### src/shared/rpg_defines.svh
// Purpose: Offsets, field positions, reset values and timing counts
//          for the regulator sequencer and power-good block.
// Assumes: 50 MHz core clock; times are kept in their own units.
// Notes:   Cycle counts are derived from times, never written twice.
`ifndef RPG_DEFINES_SVH
`define RPG_DEFINES_SVH

// Clock rate and the base tick of every slow timer
`define RPG_CLK_MHZ 50
`define RPG_TICK_US 1
`define RPG_TICK_CYCLES (`RPG_CLK_MHZ * `RPG_TICK_US)

// Trigger deglitch, mask window and soft-start step, in microseconds
`define RPG_DEGLITCH_US 1000
`define RPG_MASK_US 5000
`define RPG_SS_STEP_US 100

// Nominal sequence delays at the default delay code, in microseconds
`define RPG_T_BUCK1_US 1500
`define RPG_T_BUCK2_US 2000
`define RPG_T_LDO1_US 3000
`define RPG_T_LDO2_US 6000

// Power-good delay choices, in microseconds
`define RPG_PG_DLY0_US 50
`define RPG_PG_DLY1_US 50000
`define RPG_PG_DLY2_US 100000
`define RPG_PG_DLY3_US 200000

// Register offsets
`define RPG_ADDR_SCR 8'h07
`define RPG_ADDR_RAIL_EN 8'h10
`define RPG_ADDR_RAIL_STAT 8'h11
`define RPG_ADDR_PG_CTRL 8'h12
`define RPG_ADDR_LEVEL_STAT 8'h13

// Field positions and reset values
`define RPG_SEQ_CODE_LSB 4
`define RPG_SEQ_CODE_RESET 3'h2
`define RPG_RAIL_EN_RESET 4'hF
`define RPG_PG_SEL_RESET 2'h1

// Soft-start switch current limits per step, in mA
`define RPG_B1_ILIM_1 10'h0B4
`define RPG_B1_ILIM_2 10'h12C
`define RPG_B1_ILIM_3 10'h2D0
`define RPG_B2_ILIM_1 10'h0A1
`define RPG_B2_ILIM_2 10'h12C
`define RPG_B2_ILIM_3 10'h218

`endif

### src/shared/rpg_pkg.sv
// Purpose: Types shared by the sequencer and its testbench.
// Assumes: Numbers live in rpg_defines.svh.
// Notes:   Step code 0 means converter off.
package rpg_pkg;
    // Sequence direction
    typedef enum logic [1:0] {
        RPG_SEQ_IDLE = 2'b00,
        RPG_SEQ_UP   = 2'b01,
        RPG_SEQ_DOWN = 2'b10
    } rpg_seq_e;
    // Soft-start step, 0 off, 1..3 current-limit steps
    typedef logic [1:0] rpg_step_t;
    // Current limit in mA
    typedef logic [9:0] rpg_ma_t;
    // Microsecond count
    typedef logic [23:0] rpg_us_t;
endpackage

### src/core/rpg_sequencer.sv
// Purpose: Rail enables, timed power sequence, soft start and the
//          delayed power-good output of a four-rail power unit.
// Assumes: Pins and comparator levels are asynchronous; registers
//          are reached over a plain strobe port with 8-bit data.
// Notes:   All slow timers count a 1 us tick from one divider.
`include "rpg_defines.svh"

module rpg_sequencer #(
    parameter int TICK_CYCLES = `RPG_TICK_CYCLES,
    parameter int DEGLITCH_US = `RPG_DEGLITCH_US,
    parameter int MASK_US = `RPG_MASK_US,
    parameter int SS_STEP_US = `RPG_SS_STEP_US
) (
    input wire logic core_clk,
    input wire logic rst,
    input wire logic [7:0] reg_addr,
    input wire logic [7:0] reg_wdata,
    input wire logic reg_wr,
    input wire logic reg_rd,
    output logic [7:0] reg_rdata,
    input wire logic buck1_pin_enable,
    input wire logic buck2_pin_enable,
    input wire logic ldo1_pin_enable,
    input wire logic ldo2_pin_enable,
    input wire logic seq_trigger,
    input wire logic raw_input_supply_ok,
    input wire logic buck1_level_ok,
    input wire logic buck2_level_ok,
    input wire logic power_good_n_in,
    output logic power_good_n_out,
    output logic power_good_n_oe,
    output logic buck1_enable_int,
    output logic buck2_enable_int,
    output logic ldo1_enable,
    output logic ldo2_enable,
    output rpg_pkg::rpg_step_t buck1_ss_step,
    output rpg_pkg::rpg_step_t buck2_ss_step,
    output rpg_pkg::rpg_ma_t buck1_ilimit_ma,
    output rpg_pkg::rpg_ma_t buck2_ilimit_ma,
    output logic buck1_discharge,
    output logic buck2_discharge
);
    import rpg_pkg::*;

    logic [5:0] pin_s;  // Synced pins, see grouping below
    logic [2:0] ana_s;  // Synced supply-ok and level-ok
    logic trig_s;       // Synced raw trigger
    logic vin_s;        // Synced supply ok
    logic [1:0] ok_s;   // Synced level-ok per converter
    logic [5:0] tick_cnt;
    logic us_tick;      // One-cycle pulse every microsecond
    logic [15:0] dg_cnt;
    logic trig_f;       // Deglitched trigger
    logic trig_q;
    logic trig_rise;
    logic trig_fall;
    rpg_seq_e seq_state;
    rpg_us_t seq_cnt;
    logic [3:0] seq_en;  // Trigger-driven rail requests
    logic [2:0] seq_code;
    logic [3:0] rail_en;
    logic [1:0] pg_sel;
    logic [3:0] rail_on;
    logic [3:0] rail_q;  // Rail state one cycle back
    rpg_step_t ss [2];
    logic [7:0] ss_cnt [2];
    logic [1:0] ok_q;
    logic released;      // Delay done, power good may show
    logic pg_run;
    rpg_us_t pg_cnt;
    rpg_us_t pg_limit;
    logic mask_run;
    logic [12:0] mask_cnt;
    logic rise_any;
    logic fall_any;

    // Pin and comparator synchronisers; level-ok is the comparator
    // with its own hysteresis band, sampled here
    rpg_sync #(.WIDTH(6)) u_pin_sync (
        .core_clk(core_clk),
        .rst(rst),
        .pin({power_good_n_in, seq_trigger, ldo2_pin_enable,
              ldo1_pin_enable, buck2_pin_enable, buck1_pin_enable}),
        .level(pin_s)
    );
    rpg_sync #(.WIDTH(3)) u_ana_sync (
        .core_clk(core_clk),
        .rst(rst),
        .pin({buck2_level_ok, buck1_level_ok, raw_input_supply_ok}),
        .level(ana_s)
    );
    assign trig_s = pin_s[4];
    assign vin_s = ana_s[0];
    assign ok_s = ana_s[2:1];

    // Microsecond tick; every slow timer counts it
    always_ff @(posedge core_clk or posedge rst) begin
        if (rst) begin
            tick_cnt <= 6'h0;
            us_tick <= 1'b0;
        end else if (tick_cnt == 6'(TICK_CYCLES - 1)) begin
            tick_cnt <= 6'h0;
            us_tick <= 1'b1;
        end else begin
            tick_cnt <= tick_cnt + 6'h1;
            us_tick <= 1'b0;
        end
    end

    // Trigger deglitch: a new level must hold for the full window
    always_ff @(posedge core_clk or posedge rst) begin
        if (rst) begin
            dg_cnt <= 16'h0;
            trig_f <= 1'b0;
        end else if (trig_s == trig_f) begin
            dg_cnt <= 16'h0; // Glitch shorter than window is dropped
        end else if (us_tick) begin
            if (dg_cnt == 16'(DEGLITCH_US - 1)) begin
                trig_f <= trig_s;
                dg_cnt <= 16'h0;
            end else begin
                dg_cnt <= dg_cnt + 16'h1;
            end
        end
    end

    // Edge memory for the filtered trigger
    always_ff @(posedge core_clk or posedge rst) begin
        if (rst) begin
            trig_q <= 1'b0;
        end else begin
            trig_q <= trig_f;
        end
    end
    assign trig_rise = trig_f & ~trig_q;
    assign trig_fall = ~trig_f & trig_q;

    // Rail delay scaled by code; default code gives nominal times
    function automatic rpg_us_t seq_delay(input logic [1:0] idx,
                                          input logic [2:0] code);
        rpg_us_t nom;
        unique case (idx)
            2'h0: nom = 24'(`RPG_T_BUCK1_US);
            2'h1: nom = 24'(`RPG_T_BUCK2_US);
            2'h2: nom = 24'(`RPG_T_LDO1_US);
            2'h3: nom = 24'(`RPG_T_LDO2_US);
        endcase
        return (nom << code) >> 2;
    endfunction

    // Timed sequence; a new edge restarts it, the host spacing of
    // edges keeps a sequence from being cut short
    always_ff @(posedge core_clk or posedge rst) begin
        if (rst) begin
            seq_state <= RPG_SEQ_IDLE;
            seq_cnt <= 24'h0;
            seq_en <= 4'h0;
        end else if (trig_rise) begin
            seq_state <= RPG_SEQ_UP;
            seq_cnt <= 24'h0;
        end else if (trig_fall) begin
            seq_state <= RPG_SEQ_DOWN;
            seq_cnt <= 24'h0;
        end else if (us_tick) begin
            unique case (seq_state)
                RPG_SEQ_IDLE: begin
                    seq_cnt <= 24'h0;
                end
                RPG_SEQ_UP, RPG_SEQ_DOWN: begin
                    seq_cnt <= seq_cnt + 24'h1;
                    for (int i = 0; i < 4; i++) begin
                        // Turn-on or turn-off at each rail time
                        if (seq_cnt + 24'h1 == seq_delay(2'(i), seq_code)) begin
                            seq_en[i] <= (seq_state == RPG_SEQ_UP);
                        end
                    end
                    if (seq_cnt + 24'h1 >= seq_delay(2'h3, seq_code)) begin
                        seq_state <= RPG_SEQ_IDLE;
                    end
                end
                default: begin
                    seq_state <= RPG_SEQ_IDLE; // Illegal code recovers
                end
            endcase
        end
    end

    // Register writes; rail enables come up on
    always_ff @(posedge core_clk or posedge rst) begin
        if (rst) begin
            seq_code <= `RPG_SEQ_CODE_RESET;
            rail_en <= `RPG_RAIL_EN_RESET;
            pg_sel <= `RPG_PG_SEL_RESET;
        end else if (reg_wr) begin
            unique case (reg_addr)
                `RPG_ADDR_SCR: seq_code <= reg_wdata[`RPG_SEQ_CODE_LSB +: 3];
                `RPG_ADDR_RAIL_EN: rail_en <= reg_wdata[3:0];
                `RPG_ADDR_PG_CTRL: pg_sel <= reg_wdata[1:0];
                default: begin
                end
            endcase
        end
    end

    // Read data stands one cycle after the strobe, zero otherwise
    always_ff @(posedge core_clk or posedge rst) begin
        if (rst) begin
            reg_rdata <= 8'h00;
        end else if (!reg_rd) begin
            reg_rdata <= 8'h00;
        end else begin
            unique case (reg_addr)
                `RPG_ADDR_SCR: reg_rdata <= {1'b0, seq_code, 4'h0};
                `RPG_ADDR_RAIL_EN: reg_rdata <= {4'h0, rail_en};
                `RPG_ADDR_RAIL_STAT: reg_rdata <= {seq_state != RPG_SEQ_IDLE,
                    trig_f, vin_s, ~power_good_n_oe, rail_on};
                `RPG_ADDR_PG_CTRL: reg_rdata <= {6'h00, pg_sel};
                `RPG_ADDR_LEVEL_STAT: reg_rdata <= {3'h0, pin_s[5],
                    mask_run, pg_run, ok_s};
                default: reg_rdata <= 8'h00; // Unmapped reads zero
            endcase
        end
    end

    // Rail enables; while the trigger is high the pins are not looked
    // at, so only the timed requests steer the rails
    always_ff @(posedge core_clk or posedge rst) begin
        if (rst) begin
            rail_on <= 4'h0;
            rail_q <= 4'h0;
        end else begin
            rail_q <= rail_on;
            for (int i = 0; i < 4; i++) begin
                rail_on[i] <= vin_s & rail_en[i] &
                    (trig_f ? seq_en[i] : (pin_s[i] | seq_en[i]));
            end
        end
    end
    assign buck1_enable_int = rail_on[0];
    assign buck2_enable_int = rail_on[1];
    assign ldo1_enable = rail_on[2];
    assign ldo2_enable = rail_on[3];

    // Soft start per converter; off resets it so re-enable repeats it
    always_ff @(posedge core_clk or posedge rst) begin
        if (rst) begin
            for (int b = 0; b < 2; b++) begin
                ss[b] <= 2'h0;
                ss_cnt[b] <= 8'h00;
            end
        end else begin
            for (int b = 0; b < 2; b++) begin
                if (!rail_on[b]) begin
                    ss[b] <= 2'h0;
                    ss_cnt[b] <= 8'h00;
                end else if (!rail_q[b]) begin
                    // Rise can only occur with supply already ok
                    ss[b] <= 2'h1;
                    ss_cnt[b] <= 8'h00;
                end else if (ss[b] != 2'h3 && us_tick) begin
                    if (ss_cnt[b] == 8'(SS_STEP_US - 1)) begin
                        ss[b] <= ss[b] + 2'h1;
                        ss_cnt[b] <= 8'h00;
                    end else begin
                        ss_cnt[b] <= ss_cnt[b] + 8'h01;
                    end
                end
            end
        end
    end
    assign buck1_ss_step = ss[0];
    assign buck2_ss_step = ss[1];

    // Current limit from the step, low-side discharge from the rail enable
    always_ff @(posedge core_clk or posedge rst) begin
        if (rst) begin
            buck1_ilimit_ma <= 10'h000;
            buck2_ilimit_ma <= 10'h000;
            buck1_discharge <= 1'b1;
            buck2_discharge <= 1'b1;
        end else begin
            unique case (ss[0])
                2'h0: buck1_ilimit_ma <= 10'h000;
                2'h1: buck1_ilimit_ma <= `RPG_B1_ILIM_1;
                2'h2: buck1_ilimit_ma <= `RPG_B1_ILIM_2;
                2'h3: buck1_ilimit_ma <= `RPG_B1_ILIM_3;
            endcase
            unique case (ss[1])
                2'h0: buck2_ilimit_ma <= 10'h000;
                2'h1: buck2_ilimit_ma <= `RPG_B2_ILIM_1;
                2'h2: buck2_ilimit_ma <= `RPG_B2_ILIM_2;
                2'h3: buck2_ilimit_ma <= `RPG_B2_ILIM_3;
            endcase
            buck1_discharge <= ~rail_on[0];
            buck2_discharge <= ~rail_on[1];
        end
    end

    // Selected power-good delay
    always_comb begin
        unique case (pg_sel)
            2'h0: pg_limit = 24'(`RPG_PG_DLY0_US);
            2'h1: pg_limit = 24'(`RPG_PG_DLY1_US);
            2'h2: pg_limit = 24'(`RPG_PG_DLY2_US);
            2'h3: pg_limit = 24'(`RPG_PG_DLY3_US);
        endcase
    end

    // Level edges of enabled converters
    assign rise_any = |(rail_on[1:0] & ok_s & ~ok_q);
    assign fall_any = released & |(rail_on[1:0] & ~ok_s & ok_q);

    // Level history
    always_ff @(posedge core_clk or posedge rst) begin
        if (rst) begin
            ok_q <= 2'h0;
        end else begin
            ok_q <= ok_s;
        end
    end

    // Delay timer; clear wins by priority so set and clear never meet
    always_ff @(posedge core_clk or posedge rst) begin
        if (rst) begin
            released <= 1'b0;
            pg_run <= 1'b0;
            pg_cnt <= 24'h0;
        end else if (rail_on[1:0] == 2'h0) begin
            released <= 1'b0;
            pg_run <= 1'b0;
            pg_cnt <= 24'h0;
        end else if (fall_any) begin
            released <= 1'b0;
            pg_run <= 1'b1;
            pg_cnt <= 24'h0;
        end else if (!released && !pg_run && rise_any) begin
            pg_run <= 1'b1;
            pg_cnt <= 24'h0;
        end else if (pg_run && us_tick) begin
            // The other converter's rise is not looked at here
            if (pg_cnt == pg_limit - 24'h1) begin
                pg_run <= 1'b0;
                released <= 1'b1;
            end else begin
                pg_cnt <= pg_cnt + 24'h1;
            end
        end
    end

    // Mask window on a late converter enable after release
    always_ff @(posedge core_clk or posedge rst) begin
        if (rst) begin
            mask_run <= 1'b0;
            mask_cnt <= 13'h0;
        end else if (rail_on[1:0] == 2'h0) begin
            mask_run <= 1'b0;
            mask_cnt <= 13'h0;
        end else if (released && |(rail_on[1:0] & ~rail_q[1:0])) begin
            mask_run <= 1'b1;
            mask_cnt <= 13'h0;
        end else if (mask_run && us_tick) begin
            if (mask_cnt == 13'(MASK_US - 1)) begin
                mask_run <= 1'b0;
            end else begin
                mask_cnt <= mask_cnt + 13'h1;
            end
        end
    end

    // Open-drain power good: pull low unless released and levels ok or mask running
    always_ff @(posedge core_clk or posedge rst) begin
        if (rst) begin
            power_good_n_out <= 1'b0;
            power_good_n_oe <= 1'b1;
        end else begin
            power_good_n_out <= 1'b0;
            // Enabled one cycle back, so a fresh enable rise waits for
            // its mask flop instead of pulling the wire low
            power_good_n_oe <= ~(released & (mask_run |
                &(ok_s | ~rail_q[1:0])));
        end
    end
endmodule

### src/core/rpg_sync.sv
// Purpose: Three-flop synchroniser with agreement filter.
// Assumes: Inputs are asynchronous to core_clk.
// Notes:   Output moves only when the second and third stages agree.
module rpg_sync #(
    parameter int WIDTH = 1
) (
    input wire logic core_clk,
    input wire logic rst,
    input wire logic [WIDTH-1:0] pin,
    output logic [WIDTH-1:0] level
);
    logic [WIDTH-1:0] s1; // Metastable stage, read only by s2
    logic [WIDTH-1:0] s2;
    logic [WIDTH-1:0] s3;

    // Shift chain
    always_ff @(posedge core_clk or posedge rst) begin
        if (rst) begin
            s1 <= '0;
            s2 <= '0;
            s3 <= '0;
        end else begin
            s1 <= pin;
            s2 <= s1;
            s3 <= s2;
        end
    end

    // Accept a bit only once two later stages agree
    always_ff @(posedge core_clk or posedge rst) begin
        if (rst) begin
            level <= '0;
        end else begin
            for (int i = 0; i < WIDTH; i++) begin
                if (s2[i] == s3[i]) begin
                    level[i] <= s2[i];
                end
            end
        end
    end
endmodule

### config.mk
export PLATFORM = sky130hd
export DESIGN_NAME = rpg_sequencer
export DESIGN_NICKNAME = d
export VERILOG_FILES = /design/src/shared/rpg_pkg.sv /design/src/core/rpg_sequencer.sv /design/src/core/rpg_sync.sv
export VERILOG_INCLUDE_DIRS = /design/src /design/src/shared
export SDC_FILE = /design/constraint.sdc
export NUM_CORES = 1
export LEC_CHECK = 0
export BUFFER_PORTS_ARGS = -buffer_cell sky130_fd_sc_hd__buf_2
export CORE_UTILIZATION = 55
export CTS_CLUSTER_SIZE = 24
export DETAILED_ROUTE_END_ITERATION = 7
export GPL_TIMING_DRIVEN = 0
export HOLD_SLACK_MARGIN = 0.08
export PLACE_DENSITY = 0.73
export SYNTH_ARGS = -nofsm -noshare
export SYNTH_HDL_FRONTEND = slang
export SYNTH_SLANG_ARGS = --single-unit
### constraint.sdc
create_clock -name core_clk -period 13.9 [get_ports core_clk]
set_clock_uncertainty 0.15 [all_clocks]
set_input_delay 2.085 -clock core_clk [delete_from_list [all_inputs] [get_ports core_clk]]
set_output_delay 2.085 -clock core_clk [all_outputs]
set_load 0.05 [all_outputs]
==> results of run 1 <==
-- worst max-delay path, stage by stage (launching register included) --
cell,delay [ns]
dfrtp_1,0.32
clkbuf_1,0.38
clkbuf_1,0.46
buf_1,0.60
clkbuf_1,0.51
a21oi_1,0.15
ha_1,0.33
nand4_1,0.17
a21oi_1,0.06
a211oi_1,0.36
o211ai_1,0.14
o2111ai_1,0.13
a41o_1,0.23
nand2_1,0.09
o2bb2ai_1,0.13
-- flip-flops by register name (all words and copies together) (netlist names), 4 cells and up --
register / cells
u_pin_sync.s3: 6
u_pin_sync.s2: 6
seq_en: 4
tick_cnt: 6
buck2_ilimit_ma: 5
reg_rdata: 8
dg_cnt: 16
rail_on: 4
buck1_ilimit_ma: 4
seq_cnt: 24
u_pin_sync.level: 6
u_pin_sync.s1: 6
mask_cnt: 13
ss_cnt: 16
pg_cnt: 24
rail_en: 4
-- metrics by stage --
stage,std cells,util [%]
2_1_floorplan,1130,-
3_3_place_gp,1426,59.5
3_5_place_dp,1427,59.7
4_1_cts,1459,62.7
5_1_grt,1459,62.7
6_report,1459,62.7
-- cell families (layout without fill, tap and decap cells) --
group / Yosys count / in the layout / share of synthesized area (%)
buf+inv: 107 / 202 / 4.43
other cells: 1 / 5 / 0.0357
xor+xnor: 67 / 67 / 6.12
simple gates: 439 / 439 / 21.2
fa+ha+maj: 52 / 52 / 5.98
mux: 22 / 22 / 2.27
compound gates: 250 / 250 / 15.1
flops: 188 / 188 / 44.9
-- per-layer routing --
metal  vias to the layer above  GRT usage (%)
met5                         -              0
met4                         0           8.21
met3                        39           5.37
met2                       340           43.5
met1                      4297           38.1
li1                       4219              -
-- Yosys cell counts, drive strengths merged, types with 6 or more instances --
cell	number
and2	12
and4	7
dfstp	9
nor4	17
o211ai	7
mux2i	7
a21oi	45
ha	43
o22ai	7
nand2b	6
or3	14
maj3	9
nor2	115
xor2	40
a21o	9
nor3	30
o31ai	16
a211oi	10
nor2b	7
o21ai	89
a31oi	18
nand2	105
buf	22
dfrtp	179
mux2	15
xnor2	24
nand4	33
nor4b	6
clkbuf	37
nand3	52
a22oi	7
inv	43
and3	19
-- path summary, 6_finish.rpt --
path                                            start                          to  slack [ns]
max in group asynchronous                         rst       dg_cnt[7]$_DFFE_PP0P_       11.10
setup / recovery              seq_code[0]$_DFFE_PP0P_    seq_state[1]$_DFFE_PP0P_        9.58
hold reg to reg            u_pin_sync.s1[5]$_DFF_PP0_  u_pin_sync.s2[5]$_DFF_PP0_        0.20
min in group asynchronous                         rst      pg_cnt[11]$_DFFE_PP0P_        1.54
hold / removal             u_pin_sync.s1[5]$_DFF_PP0_  u_pin_sync.s2[5]$_DFF_PP0_        0.20
setup reg to reg              seq_code[0]$_DFFE_PP0P_    seq_state[1]$_DFFE_PP0P_        9.58
-- cells in the final DEF (no fill, tap or decap), drive strengths merged, types with 10 or more instances in the layout --
cell | Yosys | final
a211oi | 10 | 10
a21oi | 45 | 45
a31oi | 18 | 18
and2 | 12 | 12
and3 | 19 | 19
buf | 22 | 85
clkbuf | 37 | 57
clkinv | 5 | 10
dfrtp | 179 | 179
ha | 43 | 43
inv | 43 | 49
mux2 | 15 | 15
nand2 | 105 | 105
nand3 | 52 | 52
nand4 | 33 | 33
nor2 | 115 | 115
nor3 | 30 | 30
nor4 | 17 | 17
o21ai | 89 | 89
o31ai | 16 | 16
or3 | 14 | 14
xnor2 | 24 | 24
xor2 | 40 | 40
-- power by group --
group          leakage (nW)  total, mW  switching, mW  internal, mW
clock                 0.278      0.475          0.232         0.243
sequential             2.49      0.564        0.00737         0.557
combinational          2.41     0.0622         0.0431        0.0191
total                  5.18       1.10          0.282         0.819
-- area by class of cell --
| type | instances | area (um2) | area share [%] |
|---|---|---|---|
| inverters | 48 | 188 | 1.60 |
| well taps | 234 | 293 | 2.50 |
| repair buffers | 63 | 338 | 2.88 |
| clock inverters | 12 | 125 | 1.07 |
| flip-flops and latches | 188 | 4720 | 40.2 |
| plain buffers | 59 | 285 | 2.43 |
| clock buffers | 20 | 447 | 3.81 |
| multi-input cells | 835 | 5340 | 45.5 |
==> impl_metrics.ini, run 1 <==
[critical_path]
arrival_ns = 4.49
cp.required_ns = 14.07
start_kind = register
critPathCaptureType = register
cp_max_fo = 10
worstSetupPathType = register to register
reg2regPathDepth = 14

[cts]
cts_resized = 0
cts_sinks = 188
htreeDepth = 4
clkTransAtPathRegs_ns = 0.07
postCtsSetupBuffers = 0
tritoncts = yes
cts_hold_buf = 0
clock_latency_ns = 0.44
cts_buffer_depth = 2
cts_buffers = 17
cts-root-buf = clkbuf_16

[sta]
tightest_slew_ns = 0.911
finalCritPeriodShare_pct = 31.1
fin_ws_ns = 9.58
holdWs_ns = 0.203
setup_tns_ns = 0
setup_violations = 0
final-hold-violation-count = 0
rsz0062_at_grt = false
clock.fmax_ghz = 0.231
slew_headroom_pct = 38.7
min_period_ns = 4.32
finalMaxSlewViolations = 0

[layout]
fill_cells = 1582
antennaDiodeCount = 0
drive_gt1_share_pct = 12.6
area.growth.synth_to_final_pct = 11.7
nets = 1284
final_area_mm2 = 0.0117

[route]
via_per_inst = 6.10
routed_wl_mm = 25.8
vias = 8895
routedLengthMet1_mm = 11.8
drt_iter0_markers = 714
wl_met2_mm = 11.8
wl_met3_mm = 1.79
firstDrtPassIters = 5
drt_drc_violations_left = 0
ant_nets = 0
drt-wirelength-per-cell_um = 17.7
dr.max_layer_used = met4

[logic_synthesis]
synth-edff-count = 0
ys_async_sr_fraction_pct = 100
ys_seq_area_share_pct = 44.9
syn-cell-area_mm2 = 0.0105
ys_ff_latch = 188
synthTopCellsByArea = dfrtp_1 43%, ha_1 5.1%, nor2_1 4.1%, o21ai_0 4.0%, nand2_1 3.7%
syn_area_per_cell_um2 = 9.33
yosys_warnings = 0
synth_top_area_cell = dfrtp_1
synth_top_flop_cell = dfrtp_1
ys_types = 82
synthCells = 1126
yosys.area.top_type_share_pct = 42.6

[floorplan]
rows = 50
initial_core_util_pct = 56.2
die_area_mm2 = 0.0197
ios = 69
dieWidth_um = 140
core_area_mm2 = 0.0187
die_h_um = 140

[global_routing]
grt_antenna_before_repair = 0
grt_usage_pct = 27.4
grt_pass1_wl_mm = 42.4
grt_max_degree = 121
grt_pass1_vias = 8219
overflow = 0

[pwr]
peakVddDrop_uv = 87.5
leakage_nw = 5.18
cellPowerDensity_mw_per_mm2 = 93.9
power_mw = 1.10

[placed_design]
gp_congestion = 0.997
pre_cts_ws_ns = 9.41
dpl_cell_area_mm2 = 0.0112
portBuffers = 62
place_hpwl_mm = 18.5

[min_path]
min_path_cells = 0
hp-class = register to register

[run]
drv_cap = 0

[outcome]
status = complete, no violations
Power figures use the tool's default switching activity.
==> run 2: changes to the inputs <==
==> constraint.sdc (replaced) <==
create_clock -name core_clk -period 4.27 [get_ports core_clk]
set_clock_uncertainty 0.15 [all_clocks]
set_input_delay 0.6405 -clock core_clk [delete_from_list [all_inputs] [get_ports core_clk]]
set_output_delay 0.6405 -clock core_clk [all_outputs]
set_load 0.05 [all_outputs]
==> run 2 against run 1 <==
  * Worst setup slack lost 9.4 ns
  * First-iteration DRC count up 1.7%
  * Register-to-register slack got worse by 9.4 ns
  * Sequential power grew to 3.2 times the previous value
==> impl_metrics.ini, run 2 (same netlist as run 1, synthesis figures left out) <==
[layout]
mostFrequentLayoutCells = 179 x dfrtp_1, 115 x nor2_1, 104 x nand2_1
fin_util_pct = 63.2
drive_gt1_share_pct = 13.1
nets = 1288
reg.largest.list = pg_cnt (24), seq_cnt (24)
antennaDiodeCount = 0
fill_cells = 1546
final_common_cell = dfrtp_1
area.growth.synth_to_final_pct = 12.5

[sta]
rsz0062_at_grt = false
min_period_ns = 4.06
final-hold-violation-count = 0
finalMaxSlewViolations = 0
tightest_slew_ns = 0.968
holdWs_ns = 0.130
setup_tns_ns = 0
setup_violations = 0
finalCritPeriodShare_pct = 95.0
clock.fmax_ghz = 0.247
slew_headroom_pct = 34.9

[floorplan]
rows = 50
dieWidth_um = 140
ios = 69
initial_core_util_pct = 56.2
die_area_mm2 = 0.0197
core_area_mm2 = 0.0187
die_h_um = 140

[pwr]
power_frac_comb_pct = 5.8
leakage_nw = 5.22
power.share.switching_pct = 25.0
peakVddDrop_uv = 283
cellPowerDensity_mw_per_mm2 = 308
pwr-share-clk_pct = 43.7
p_int_mw = 2.73
p_sw_mw = 0.909
seqPwrFrac_pct = 50.5

[route]
drt_iter0_markers = 726
wl_met2_mm = 11.8
routed_wl_mm = 25.4
via_per_inst = 6.06
ant_nets = 0
vias = 8860
drt_drc_violations_left = 0
dr.max_layer_used = met4
firstDrtPassIters = 5
drt-wirelength-per-cell_um = 17.4
routedLengthMet1_mm = 11.6
wl_met3_mm = 1.46

[critical_path]
reg2regPathDepth = 14
worstSetupEndpoint = seq_state[1]$_DFFE_PP0P_
ff2ff_setup_slack_ns = 0.21
cp.required_ns = 4.44
cp_max_fo = 10
r2r_start = seq_code[0]$_DFFE_PP0P_
r2r-end = seq_state[1]$_DFFE_PP0P_
arrival_ns = 4.23
crit_start = seq_code[0]$_DFFE_PP0P_
worstSetupPathType = register to register
critPathCaptureType = register
start_kind = register

[run]
drv_cap = 0

[global_routing]
overflow = 0
grt_antenna_before_repair = 0
grt_max_degree = 44
grt_pass1_wl_mm = 41.9
grt_usage_pct = 27.2
grt_pass1_vias = 8297

[cts]
htreeDepth = 4
cts_resized = 0
clock_latency_ns = 0.44
cts_buffer_depth = 2
postCtsSetupBuffers = 0
cts_hold_buf = 0
tritoncts = yes
cts_buffers = 17
clkTransAtPathRegs_ns = 0.07
cts-root-buf = clkbuf_16
cts_sinks = 188

[outcome]
status = complete, no violations

[placed_design]
place_hpwl_mm = 18.5
portBuffers = 62
gp_congestion = 1.01

[min_path]
hp-class = input pin to asynchronous set/reset pin
run 2: cell types whose count changed in the layout (fill, tap and decap cells not counted), sizes merged:
cell,change
clkinvlp,+2
buf,+3
clkbuf,-1
bufinv,+1
clkinv,-1
run 2: area by class of cell:
cell class	count	area, um2	share of cell area, %
tap	234	293	2.48
clock buffer	18	439	3.71
inverter	48	184	1.56
buffer	59	287	2.42
clock inverter	14	154	1.30
multi-input combinational	835	5340	45.2
timing repair buffer	67	410	3.47
sequential	188	4720	39.9
run 2: stage by stage:
| step | cell area [um2] | worst slack, ns | power (mW) | cells |
|---|---|---|---|---|
| after floorplan | 10500 | 0.953 | 2.00 | 1130 |
| after global placement | 11100 | -0.0909 | 2.06 | 1426 |
| after detailed placement | 11200 | 0.114 | 2.08 | 1431 |
| after CTS | 11800 | 0.114 | 3.67 | 1463 |
| after global routing | 11800 | 0.0121 | 3.76 | 1463 |
| final | 11800 | 0.215 | 3.64 | 1463 |
run 2: metal layers:
metal  global-route usage, %  vias to the layer above
li1                        -                     4223
met1                    38.0                     4307
met2                    42.7                      292
met3                    4.75                       38
met4                    10.1                        0
met5                       0                        -
run 2: worst min path at each step:
| stage | to |
|---|---|
| after floorplan | u_ana_sync.s2[0]$_DFF_PP0_ |
| after global placement | u_pin_sync.s2[0]$_DFF_PP0_ |
| after detailed placement | u_pin_sync.s2[0]$_DFF_PP0_ |
| after CTS | seq_cnt[7]$_DFFE_PP0P_ |
| after global routing | u_pin_sync.s1[5]$_DFF_PP0_ |
| final | seq_cnt[7]$_DFFE_PP0P_ |
run 2: power by group through the flow:
stage                     clock network, mW  logic (mW)  registers [mW]
after CTS                              1.62       0.211            1.83
after global routing                   1.69       0.233            1.84
after floorplan                           0       0.132            1.87
after detailed placement                  0       0.209            1.87
after global placement                    0       0.195            1.87
final                                  1.59       0.210            1.83
run 2: worst max-delay path, stage by stage (launching register included):
cell,delay (ns)
dfrtp_1,0.32
clkbuf_1,0.34
clkbuf_1,0.47
clkbuf_2,0.41
clkbuf_1,0.54
a21oi_1,0.16
ha_1,0.32
nand4_1,0.14
a21oi_1,0.15
a211oi_1,0.07
o211ai_1,0.18
o2111ai_1,0.15
a41o_1,0.28
a21oi_1,0.15
o2bb2ai_1,0.09
